$ cat src/i2c_consts.vh
`ifndef I2C_CONSTS_VH
`define I2C_CONSTS_VH
`define A_CR      8'h64
`define A_SR1     8'h65
`define A_SR2     8'h66
`define A_CCR     8'h67
`define A_OAR1    8'h68
`define A_OAR2    8'h69
`define A_DR      8'h6A
`define OAR2_RST  8'h40
`define ZERO8     8'h00
`define CR_ON     5
`define CR_GC     4
`define CR_START  3
`define CR_ACK    2
`define CR_STOP   1
`define CR_ITE    0
`define GC_ADDR   7'h00
`define IGN_ADDR  8'h01
`define HDR10     5'h1E
`endif

$ cat src/i2c_status_address_clock.v
// Function
// - Start-sent set on start, SR1-then-DR write clears
// - Ack failure set on NACK, SR2 read clears
// - Ack failure alone never holds clock
// - Slave stop after ack sets stop-seen
// - Arbitration loss sets flag, no stretch
// - Arbitration loss drops to slave mode
// - No arbitration during master-receive acknowledge
// - Misplaced start/stop sets bus error
// - Master should stop or restart after error
// - General call flag set, cleared by stop
// - Status-two upper three bits read zero
// - Fast/standard bit survives disable
// - Clock divider sets rate, survives disable
// - Buffer write starts transmission
// - Receive next byte only after buffer read
// - Seven-bit match ignores direction bit
// - Address 01h never answered
// - Ten-bit own address survives disable
// - Disable clears control/status except stop
`include "i2c_consts.vh"
module i2c_status_address_clock (
  input  wire       i_mclk,
  input  wire       i_rst_b,
  input  wire [7:0] i_addr,
  input  wire [7:0] i_wdata,
  input  wire       i_wr,
  input  wire       i_rd,
  output reg  [7:0] o_rdata,
  input  wire       i_scl,
  input  wire       i_sda,
  output reg        o_scl_oe,
  output reg        o_scl_o,
  output reg        o_sda_oe,
  output reg        o_sda_o,
  output reg        o_irq
);
  // ****************************************
  // Reset release and pin synchronisers
  // ****************************************
  reg [1:0] rst_reg;
  wire      rst_b = rst_reg[1];
  always @(posedge i_mclk or negedge i_rst_b) begin
    if (!i_rst_b)
      rst_reg <= 2'h0;
    else
      rst_reg <= {rst_reg[0], 1'b1};
  end
  wire scl_s;
  wire sda_s;
  i2c_sync3 u_scl (.i_mclk(i_mclk), .i_rst_b(rst_b), .i_d(i_scl), .o_q(scl_s));
  i2c_sync3 u_sda (.i_mclk(i_mclk), .i_rst_b(rst_b), .i_d(i_sda), .o_q(sda_s));

  // ****************************************
  // Registers
  // ****************************************
  reg [7:0] cr_reg;
  reg [7:0] ccr_reg;
  reg [7:0] oar1_reg;
  reg [7:0] oar2_reg;
  reg [7:0] dr_reg;
  reg       start_sent_flag;
  reg       ack_failure_flag;
  reg       stop_seen_flag;
  reg       arbitration_lost_flag;
  reg       bus_error_flag;
  reg       general_call_seen_flag;
  reg       byte_done_flag;
  reg       addr_match_flag;
  reg       hdr10_flag;
  reg       master_slave_bit;
  reg       tra_bit;
  reg       busy_bit;
  reg       sr1_seen_reg;
  reg       sr2_seen_reg;
  reg       dr_full_reg;
  wire block_on             = cr_reg[`CR_ON];
  wire gen_call_enable      = cr_reg[`CR_GC];
  wire interrupt_enable_bit = cr_reg[`CR_ITE];
  wire fast_mode_select     = ccr_reg[7];
  wire [6:0] clock_divider  = ccr_reg[6:0];
  wire [1:0] timing_band    = oar2_reg[7:6];
  wire evf = start_sent_flag | ack_failure_flag | stop_seen_flag |
             arbitration_lost_flag | bus_error_flag | byte_done_flag |
             addr_match_flag | hdr10_flag;
  wire [7:0] status_one = {evf, hdr10_flag, tra_bit, busy_bit, byte_done_flag,
                           addr_match_flag, master_slave_bit, start_sent_flag};
  wire [7:0] status_two = {3'h0, ack_failure_flag, stop_seen_flag,
                           arbitration_lost_flag, bus_error_flag,
                           general_call_seen_flag};
  wire wr_cr  = i_wr && i_addr == `A_CR;
  wire rd_sr1 = i_rd && i_addr == `A_SR1;
  wire rd_sr2 = i_rd && i_addr == `A_SR2;
  wire wr_dr  = i_wr && i_addr == `A_DR;
  wire rd_dr  = i_rd && i_addr == `A_DR;

  // ****************************************
  // Bus condition detection
  // ****************************************
  reg  scl_d;
  reg  sda_d;
  wire start_det = scl_s && scl_d && sda_d && !sda_s;
  wire stop_det  = scl_s && scl_d && !sda_d && sda_s;
  wire scl_rise  = scl_s && !scl_d;
  wire scl_fall  = !scl_s && scl_d;

  // ****************************************
  // Byte engine
  // ****************************************
  localparam [6:0] S_IDLE  = 7'h01;
  localparam [6:0] S_START = 7'h02;
  localparam [6:0] S_BITS  = 7'h04;
  localparam [6:0] S_ACK   = 7'h08;
  localparam [6:0] S_HOLD  = 7'h10;
  localparam [6:0] S_STOP  = 7'h20;
  localparam [6:0] S_LOST  = 7'h40;
  reg [6:0] st_reg;
  reg [7:0] sh_reg;
  reg [3:0] bit_reg;
  reg [1:0] ph_reg;
  reg       addr_phase_reg;
  reg       hdr_pend_reg;
  reg       lost_now;
  reg       slv_ack_reg;
  wire      tick;
  wire      m_run = block_on && master_slave_bit;
  i2c_clkdiv u_div (
    .i_mclk (i_mclk),
    .i_rst_b(rst_b),
    .i_run  (m_run),
    .i_fast (fast_mode_select),
    .i_div  (clock_divider),
    .o_tick (tick)
  );

  // Seven-bit match ignores bit 0 of own address; 01h never matches
  function addr_hit;
    input [7:0] rx;
    input [7:0] own;
    begin
      addr_hit = (rx[7:1] == own[7:1]) && (rx != `IGN_ADDR);
    end
  endfunction
  wire gc_hit  = gen_call_enable && sh_reg[7:1] == `GC_ADDR && sh_reg != `IGN_ADDR;
  wire h10_hit = sh_reg[7:3] == `HDR10 && sh_reg[2:1] == oar2_reg[2:1];

  // Flag low hold comes only from start-sent, byte-done or address match; master S_HOLD also drives clock low
  wire hold_scl = start_sent_flag | byte_done_flag | addr_match_flag;
  wire drv_en   = block_on;

  always @(posedge i_mclk or negedge rst_b) begin
    if (!rst_b) begin
      cr_reg <= `ZERO8;
      ccr_reg <= `ZERO8;
      oar1_reg <= `ZERO8;
      oar2_reg <= `OAR2_RST;
      dr_reg <= `ZERO8;
      start_sent_flag <= 1'b0;
      ack_failure_flag <= 1'b0;
      stop_seen_flag <= 1'b0;
      arbitration_lost_flag <= 1'b0;
      bus_error_flag <= 1'b0;
      general_call_seen_flag <= 1'b0;
      byte_done_flag <= 1'b0;
      addr_match_flag <= 1'b0;
      hdr10_flag <= 1'b0;
      master_slave_bit <= 1'b0;
      tra_bit <= 1'b0;
      busy_bit <= 1'b0;
      sr1_seen_reg <= 1'b0;
      sr2_seen_reg <= 1'b0;
      dr_full_reg <= 1'b0;
      st_reg <= S_IDLE;
      sh_reg <= `ZERO8;
      bit_reg <= 4'h0;
      ph_reg <= 2'h0;
      addr_phase_reg <= 1'b0;
      hdr_pend_reg <= 1'b0;
      lost_now <= 1'b0;
      slv_ack_reg <= 1'b0;
      scl_d <= 1'b1;
      sda_d <= 1'b1;
      o_rdata <= `ZERO8;
      o_scl_oe <= 1'b0;
      o_scl_o <= 1'b0;
      o_sda_oe <= 1'b0;
      o_sda_o <= 1'b0;
      o_irq <= 1'b0;
    end else begin
      scl_d <= scl_s;
      sda_d <= sda_s;
      lost_now <= 1'b0;
      // Register reads, data one cycle later
      o_rdata <= `ZERO8;
      if (i_rd) begin
        if (i_addr == `A_CR)
          o_rdata <= cr_reg;
        else if (i_addr == `A_SR1)
          o_rdata <= status_one;
        else if (i_addr == `A_SR2)
          o_rdata <= status_two;
        else if (i_addr == `A_CCR)
          o_rdata <= ccr_reg;
        else if (i_addr == `A_OAR1)
          o_rdata <= oar1_reg;
        else if (i_addr == `A_OAR2)
          o_rdata <= oar2_reg;
        else if (i_addr == `A_DR)
          o_rdata <= dr_reg;
      end
      // Register writes
      if (wr_cr) begin
        if (!block_on) begin
          cr_reg <= {2'h0, i_wdata[`CR_ON], 3'h0, cr_reg[`CR_STOP], 1'b0};
        end else begin
          cr_reg <= {2'h0, i_wdata[5:0]};
          if (i_wdata[`CR_START] && !master_slave_bit && !busy_bit) begin
            master_slave_bit <= 1'b1;
            st_reg <= S_START;
            ph_reg <= 2'h0;
          end
        end
      end
      if (i_wr && i_addr == `A_CCR)
        ccr_reg <= i_wdata;
      if (i_wr && i_addr == `A_OAR1)
        oar1_reg <= i_wdata;
      if (i_wr && i_addr == `A_OAR2) begin
        if (!block_on)
          oar2_reg <= {i_wdata[7:6], 3'h0, i_wdata[2:1], 1'b0};
        else
          oar2_reg <= {timing_band, 3'h0, i_wdata[2:1], 1'b0};
      end
      // Read-then-access sequence tracking
      if (rd_sr1)
        sr1_seen_reg <= 1'b1;
      else if (wr_dr || rd_dr)
        sr1_seen_reg <= 1'b0;
      if (rd_sr1)
        addr_match_flag <= 1'b0;
      if (i_rd && i_addr == `A_SR2)
        sr2_seen_reg <= 1'b1;
      else if (wr_dr)
        sr2_seen_reg <= 1'b0;
      if (rd_sr2) begin
        ack_failure_flag <= 1'b0;
        stop_seen_flag <= 1'b0;
        arbitration_lost_flag <= 1'b0;
        bus_error_flag <= 1'b0;
      end
      if (wr_dr) begin
        dr_reg <= i_wdata;
        dr_full_reg <= 1'b1;
        if (sr1_seen_reg && start_sent_flag) begin
          start_sent_flag <= 1'b0;
          addr_phase_reg <= 1'b1;
          hdr_pend_reg <= i_wdata[7:3] == `HDR10;
        end
        if (sr2_seen_reg && hdr10_flag)
          hdr10_flag <= 1'b0;
        if (sr1_seen_reg)
          byte_done_flag <= 1'b0;
      end
      if (rd_dr) begin
        dr_full_reg <= 1'b0;
        if (sr1_seen_reg)
          byte_done_flag <= 1'b0;
      end

      // Bus state tracking
      if (start_det)
        busy_bit <= 1'b1;
      if (stop_det) begin
        busy_bit <= 1'b0;
        general_call_seen_flag <= 1'b0;
        master_slave_bit <= 1'b0;
        tra_bit <= 1'b0;
        addr_phase_reg <= 1'b0;
        slv_ack_reg <= 1'b0;
        if (!master_slave_bit && addr_phase_reg && cr_reg[`CR_ACK])
          stop_seen_flag <= 1'b1;
      end
      // Misplaced start or stop while a byte is moving, as master or as slave
      if ((start_det || stop_det) &&
          ((st_reg == S_BITS && bit_reg != 4'h0) ||
           (!master_slave_bit && busy_bit && bit_reg != 4'h0 && bit_reg <= 4'h8))) begin
        bus_error_flag <= 1'b1;
        busy_bit <= 1'b0;
        st_reg <= S_IDLE;
      end

      // Master byte engine, quarter-period ticks
      if (m_run && tick) begin
        ph_reg <= ph_reg + 2'h1;
        case (st_reg)
          S_START: begin
            if (ph_reg == 2'h0)
              o_sda_o <= 1'b1;
            else if (ph_reg == 2'h2)
              o_sda_o <= 1'b0;
            else if (ph_reg == 2'h3) begin
              o_scl_o <= 1'b0;
              start_sent_flag <= 1'b1;
              cr_reg[`CR_START] <= 1'b0;
              st_reg <= S_HOLD;
            end
          end
          S_HOLD: begin
            o_scl_o <= 1'b0;
            if (!hold_scl && dr_full_reg) begin
              sh_reg <= dr_reg;
              dr_full_reg <= 1'b0;
              bit_reg <= 4'h8;
              tra_bit <= 1'b1;
              st_reg <= S_BITS;
              ph_reg <= 2'h0;
            end else if (!hold_scl && cr_reg[`CR_STOP]) begin
              st_reg <= S_STOP;
              ph_reg <= 2'h0;
            end
          end
          S_BITS: begin
            if (ph_reg == 2'h0)
              o_sda_o <= sh_reg[7];
            else if (ph_reg == 2'h1)
              o_scl_o <= 1'b1;
            else if (ph_reg == 2'h2) begin
              // Lost when we drive high but the line reads low
              if (o_sda_o && !sda_s) begin
                arbitration_lost_flag <= 1'b1;
                master_slave_bit <= 1'b0;
                lost_now <= 1'b1;
                st_reg <= S_LOST;
              end
            end else begin
              o_scl_o <= 1'b0;
              sh_reg <= {sh_reg[6:0], 1'b0};
              bit_reg <= bit_reg - 4'h1;
              if (bit_reg == 4'h1)
                st_reg <= S_ACK;
            end
          end
          S_ACK: begin
            // Acknowledge bit is not arbitrated
            if (ph_reg == 2'h0)
              o_sda_o <= 1'b1;
            else if (ph_reg == 2'h1)
              o_scl_o <= 1'b1;
            else if (ph_reg == 2'h2) begin
              if (sda_s)
                ack_failure_flag <= 1'b1;
            end else begin
              o_scl_o <= 1'b0;
              st_reg <= S_HOLD;
              if (addr_phase_reg && hdr_pend_reg) begin
                hdr10_flag <= 1'b1;
                hdr_pend_reg <= 1'b0;
              end else
                byte_done_flag <= 1'b1;
            end
          end
          S_STOP: begin
            if (ph_reg == 2'h0)
              o_sda_o <= 1'b0;
            else if (ph_reg == 2'h1)
              o_scl_o <= 1'b1;
            else if (ph_reg == 2'h2) begin
              o_sda_o <= 1'b1;
              cr_reg[`CR_STOP] <= 1'b0;
              master_slave_bit <= 1'b0;
              addr_phase_reg <= 1'b0;
              st_reg <= S_IDLE;
            end
          end
          default: begin
            st_reg <= st_reg;
          end
        endcase
      end
      if (!master_slave_bit && st_reg != S_IDLE && !m_run) begin
        o_scl_o <= 1'b1;
        o_sda_o <= 1'b1;
        st_reg <= S_IDLE;
      end

      // Slave address capture of the first byte after a start
      if (!master_slave_bit && scl_rise && busy_bit) begin
        sh_reg <= {sh_reg[6:0], sda_s};
        bit_reg <= bit_reg + 4'h1;
      end
      if (start_det && !master_slave_bit)
        bit_reg <= 4'h0;
      if (!master_slave_bit && scl_fall && bit_reg == 4'h8 && !addr_phase_reg) begin
        addr_phase_reg <= 1'b1;
        if (gc_hit)
          general_call_seen_flag <= 1'b1;
        if ((addr_hit(sh_reg, oar1_reg) || gc_hit || h10_hit) && cr_reg[`CR_ACK])
          slv_ack_reg <= 1'b1;
      end
      // Match flag only after the acknowledge pulse, so the stretch follows it
      if (slv_ack_reg && scl_fall && bit_reg == 4'h9) begin
        slv_ack_reg <= 1'b0;
        addr_match_flag <= 1'b1;
      end

      // Disable clears control and status except the stop request
      if ((!block_on && !wr_cr) || (wr_cr && !i_wdata[`CR_ON])) begin
        cr_reg <= {2'h0, 1'b0, 3'h0, cr_reg[`CR_STOP], 1'b0};
        if (wr_cr)
          cr_reg <= {6'h00, cr_reg[`CR_STOP], 1'b0};
        start_sent_flag <= 1'b0;
        ack_failure_flag <= 1'b0;
        stop_seen_flag <= 1'b0;
        arbitration_lost_flag <= 1'b0;
        bus_error_flag <= 1'b0;
        general_call_seen_flag <= 1'b0;
        byte_done_flag <= 1'b0;
        addr_match_flag <= 1'b0;
        hdr10_flag <= 1'b0;
        master_slave_bit <= 1'b0;
        tra_bit <= 1'b0;
        busy_bit <= 1'b0;
        addr_phase_reg <= 1'b0;
        slv_ack_reg <= 1'b0;
        st_reg <= S_IDLE;
        o_scl_o <= 1'b1;
        o_sda_o <= 1'b1;
      end

      // Open-drain: enable only while pulling low; stretch on holding flags
      o_scl_oe <= drv_en && ((master_slave_bit && !o_scl_o) || hold_scl);
      o_sda_oe <= drv_en && ((master_slave_bit && !o_sda_o && !lost_now) || slv_ack_reg);
      o_irq <= interrupt_enable_bit && evf && block_on;
    end
  end
endmodule // i2c_status_address_clock

$ cat src/i2c_sync3.v
module i2c_sync3 (
  input  wire i_mclk,
  input  wire i_rst_b,
  input  wire i_d,
  output reg  o_q
);
  reg [2:0] sh_reg;
  always @(posedge i_mclk or negedge i_rst_b) begin
    if (!i_rst_b) begin
      sh_reg <= 3'h7;
      o_q    <= 1'b1;
    end else begin
      sh_reg <= {sh_reg[1:0], i_d};
      if (sh_reg[2] == sh_reg[1])
        o_q <= sh_reg[1];
    end
  end
endmodule // i2c_sync3

$ cat src/i2c_clkdiv.v
`include "i2c_consts.vh"
module i2c_clkdiv (
  input  wire       i_mclk,
  input  wire       i_rst_b,
  input  wire       i_run,
  input  wire       i_fast,
  input  wire [6:0] i_div,
  output reg        o_tick
);
  // Fast mode halves the quarter-period count
  reg  [8:0] cnt_reg;
  wire [8:0] lim = i_fast ? {2'h0, i_div} : {1'h0, i_div, 1'h0};
  always @(posedge i_mclk or negedge i_rst_b) begin
    if (!i_rst_b) begin
      cnt_reg <= 9'h000;
      o_tick  <= 1'b0;
    end else if (!i_run) begin
      cnt_reg <= 9'h000;
      o_tick  <= 1'b0;
    end else if (cnt_reg >= lim) begin
      cnt_reg <= 9'h000;
      o_tick  <= 1'b1;
    end else begin
      cnt_reg <= cnt_reg + 9'h001;
      o_tick  <= 1'b0;
    end
  end
endmodule // i2c_clkdiv

$ cat config.mk
export PLATFORM = sky130hd
export DESIGN_NAME = i2c_status_address_clock
export DESIGN_NICKNAME = d
export VERILOG_FILES = /design/src/i2c_status_address_clock.v /design/src/i2c_sync3.v /design/src/i2c_clkdiv.v
export VERILOG_INCLUDE_DIRS = /design/src
export SDC_FILE = /design/constraint.sdc
export NUM_CORES = 1
export LEC_CHECK = 0
export ABC_AREA = 1
export BUFFER_PORTS_ARGS = -buffer_cell sky130_fd_sc_hd__buf_2
export CAP_MARGIN = 30
export CORE_UTILIZATION = 40
export DETAILED_ROUTE_END_ITERATION = 8
export GPL_TIMING_DRIVEN = 0
export MAX_ROUTING_LAYER = met4
export PLACE_DENSITY = 0.53
export SETUP_SLACK_MARGIN = 0.4
export SYNTH_ARGS = -nofsm -noshare
export SYNTH_HDL_FRONTEND = slang
export SYNTH_SLANG_ARGS = --single-unit
$ cat constraint.sdc
create_clock -name i_mclk -period 6.1 [get_ports i_mclk]
set_input_delay 0.305 -clock i_mclk [delete_from_list [all_inputs] [get_ports i_mclk]]
set_output_delay 0.305 -clock i_mclk [all_outputs]
set_load 0.1 [all_outputs]
==> summary.md <==
| Metric | Value |
|---|---|
| Status | complete, no violations |
| Skew-Pair Late Insertion Delay | around 0.36 ns |
| DRC errors left | 0 |
| Die W | about 130 um |
| Final Cycle Share | 0.4264 |
| Tmin final | 2.601 ns |
| Final setup viols | 0 |
| Multiplexer share of the synthesized area | 0.003182 |
| Core area | 15260 um^2 |
| Post-Syn Area | approximately 6300 um^2 |
| Layout cell share with drive strength beyond 1 | 0.1251 |
| Met3 GRT Util | 0.04355 |
| Initial antenna violation count | 0 |
| Adder-cell share of the synthesized area | 0.03699 |
| # IOs | 35 |
| Final Power | 1.485 mW |
| Vias in the first global route | 5651 |
| First-pass GRT wire length | around 31000 um |
| Clk network pwr share | 0.386 |
| Max Slew Vio Count | 0 |
| DRT Wirelength | around 19000 um |
| Number of failing hold endpoints at the final stage | 0 |
| GP Congestion | between 0.9 and 1 |
| Most frequent cells in the layout | nand2_1, inv_1, dfrtp_1 |
| Crit. End Element | flip-flop |
| Worst endpoint data arrival time | approximately 2.9 ns |
| Detailed placement HPWL | roughly 14000 um |
| CTS tree | yes |
| Crit-path cells | clkbuf_1 -> inv_1 -> nand2_1 -> o21ai_0 -> ha_1 -> a21o_1 -> a211oi_1 -> nand4_1 -> nor3_1 |
| Synth Warn # | 0 |
| Layout Cells excl Fill | around 1100 |
| Clock root cell | clkbuf_16 |
| Met2 GRT Util | 0.4066 |
| Crit path launch type | flip-flop |
| Area Overhead vs Synth | 12.07% |
| Synth Area in Simple Gates | 0.2887 |
| Post-synth ARST share | 1.000 |
| Fin area | 7052 um^2 |
| DRT iter0 DRCs | approximately 470 |
| WP data required | around 6.4 ns |
| Dpl cell area | approximately 6800 um^2 |
| CTS Buf Count | 9 |
| Nets@finish | just over 900 |
| Clk slew on worst S/H paths | roughly 0.070 ns |
| Crit path max-delay family | simple AND/OR/NAND/NOR gates |
| Filler Cell Count | roughly 1500 |
| Hold buffer count at CTS | 1 |
| Unique masters post-synth | 45 |
| GRT overflow | 0 |
| Hold Crit Class | input pin to flip-flop |
| Vias per inst | roughly 5.2 |
| Max Freq | a little under 400 MHz |
| Global Route Usage Sum | 0.2558 |
| Slew margin rel. | 0.5460 |
| Antenna diodes | 0 |
| Worst Tran Pin Value | 0.6810 ns |
| Largest family of logic cells by synthesized area | simple AND/OR/NAND/NOR gates |
| Largest register FFs | 9 |
| GRT busiest layer | met2 |
| Peak supply drop | approximately 140 uV |
| Initial Util | 0.4124 |
| Leak | between 3 and 4 nW |
| Routed Antenna Nets | 0 |
| EDFF count, synth | 0 |
| Total negative slack | 0 ns |
| WL/cell | 16.96 um |
| Synthesized area per cell | about 7.5 um^2 |
| Clock Sinks | ~110 |
| Pre-Repair DR Iteration Count | 6 |
| Post-synthesis xor/xnor area fraction | 0.01810 |
| Met1 Resource Use GR | 0.3346 |
| RSZ-0062 raised after global routing | no |
| Worst path slowest cell | clkbuf_1 |
| Crit path kind | flip-flop to flip-flop |
| Sequential fraction of the synthesis area | 0.4359 |
| Max cap viols | 0 |
| FP Rows | 45 |
| CTS H-Tree Depth | 3 |
| Syn_nets | 873 |
| Compound-Gate Fraction of Synth Area | 0.1356 |
| Leading cell type in the layout, fill and taps excluded | nand2_1 |
| Placed cell count | about 1100 |
| Synthesis-stage register bit count | between 100 and 150 |
| CP max FO | 10 |
| Die Area | ~16000 um^2 |
| Largest net degree at the start of global routing | slightly below 60 |
| Switching Power | approximately 0.40 mW |
| Final core utilization | 0.4622 |
| Post-Synthesis Cells | around 830 |
| Layout Skew | roughly 0.007 ns |
| Switching share of power | 0.2703 |
| Sequential power share | 0.525 |
| Port Buffer Count | 34 |
| Die height | between 100 and 150 um |
| Clock Path Buffers | 2 |
| CTS resizes | 0 |
| Pwr dens | 210.6 nW/um^2 |
| Top_reg_cell synth | dfrtp_1 |
| Largest stage delay, worst path | 0.41 ns |
| CP Buf/Inv Count | 2 |
| Vias | 5752 |
| Logic pwr share | 0.089 |
| # Post-CTS Setup Buffers | 0 |
| Pint | about 1.1 mW |
==> logic make-up (layout without fill, tap and decap cells) <==
kind of cell,count (synthesis),after routing
and+or+nand+nor,405,405
other,1,1
xor gates and xnor gates,13,13
buffers and inverters,129,182
AOI/OAI and AO/OA,156,156
DFF,109,109
muxes,2,2
adders and majority gates,19,19
==> final timing paths <==
path	endpoint	slack, ns	cells past startpoint	startpoint
worst max register to register	u_div.cnt_reg[8]$_DFF_PN0_	3.50	9	ccr_reg[7]$_DFFE_PN0P_
worst min-delay path	u_sda.sh_reg[0]$_DFF_PN1_	0.04	1	i_sda
max in group asynchronous	u_div.cnt_reg[8]$_DFF_PN0_	4.99	1	rst_reg[1]$_DFF_PN0_
worst max-delay path	u_div.cnt_reg[8]$_DFF_PN0_	3.50	9	ccr_reg[7]$_DFFE_PN0P_
worst min register to register	u_scl.sh_reg[1]$_DFF_PN1_	0.36	0	u_scl.sh_reg[0]$_DFF_PN1_
min in group asynchronous	rst_reg[1]$_DFF_PN0_	0.25	2	i_rst_b
==> per-layer routing <==
metal  share of wire  wire length, um
met2            0.46             8537
met3           0.043              795
met5               0                0
met4           0.019              355
met1            0.48             8932
==> area by class of cell <==
type	instances	area, um^2	share of cell area
multi-input combinational	596	3040	0.4312
sequential	109	2746	0.3895
inverter	118	445.4	0.06317
tap	211	264.0	0.03744
clock buffer	12	246.5	0.03495
timing repair buffer	37	212.7	0.03016
buffer	11	63.81	0.009049
clock inverter	4	32.53	0.004613
==> Yosys cell counts (3+ instances only) <==
cell,count,area (um^2)
nand2_1,215,807.0
inv_1,108,405.4
dfrtp_1,97,2427
o21ai_0,73,365.4
nor2_1,61,229.0
nand3_1,55,275.3
a21oi_1,41,205.2
nor3_1,22,110.1
ha_1,17,212.7
nand4_1,15,93.84
o211ai_1,14,105.1
dfstp_2,12,315.3
nand2_2,12,75.07
o21ai_1,11,55.05
inv_2,8,30.03
xor2_1,8,70.07
o22ai_1,7,43.79
buf_2,6,30.03
nor2_2,6,37.54
nor2_4,5,56.30
xnor2_1,5,43.79
a31oi_1,3,18.77
clkbuf_1,3,11.26
==> stage by stage <==
stage	hold slack [ns]	setup WS (ns)
finish	0.03681	3.499
global route	0.02458	3.222
CTS	0.02101	3.486
detailed placement	0.09122	3.508
global placement	0.09117	1.482
floorplan	0.009409	2.860
==> worst reg2reg max path: stages, from the launching register on <==
cell	delay [ns]
dfrtp_1	0.33
clkbuf_1	0.41
inv_1	0.20
nand2_1	0.10
o21ai_0	0.09
ha_1	0.34
a21o_1	0.17
a211oi_1	0.22
nand4_1	0.39
nor3_1	0.26
==> power groups by stage <==
| stage | sequential, mW | clock (mW) | combinational, mW |
|---|---|---|---|
| 2_1_floorplan | 0.790 | 0 | 0.0824 |
| 4_1_cts | 0.781 | 0.591 | 0.133 |
| 6_report | 0.780 | 0.573 | 0.133 |
| 3_3_place_gp | 0.801 | 0 | 0.118 |
| 5_1_grt | 0.785 | 0.611 | 0.151 |
| 3_5_place_dp | 0.794 | 0 | 0.132 |
Note: power is estimated with default switching activity, not from simulation.
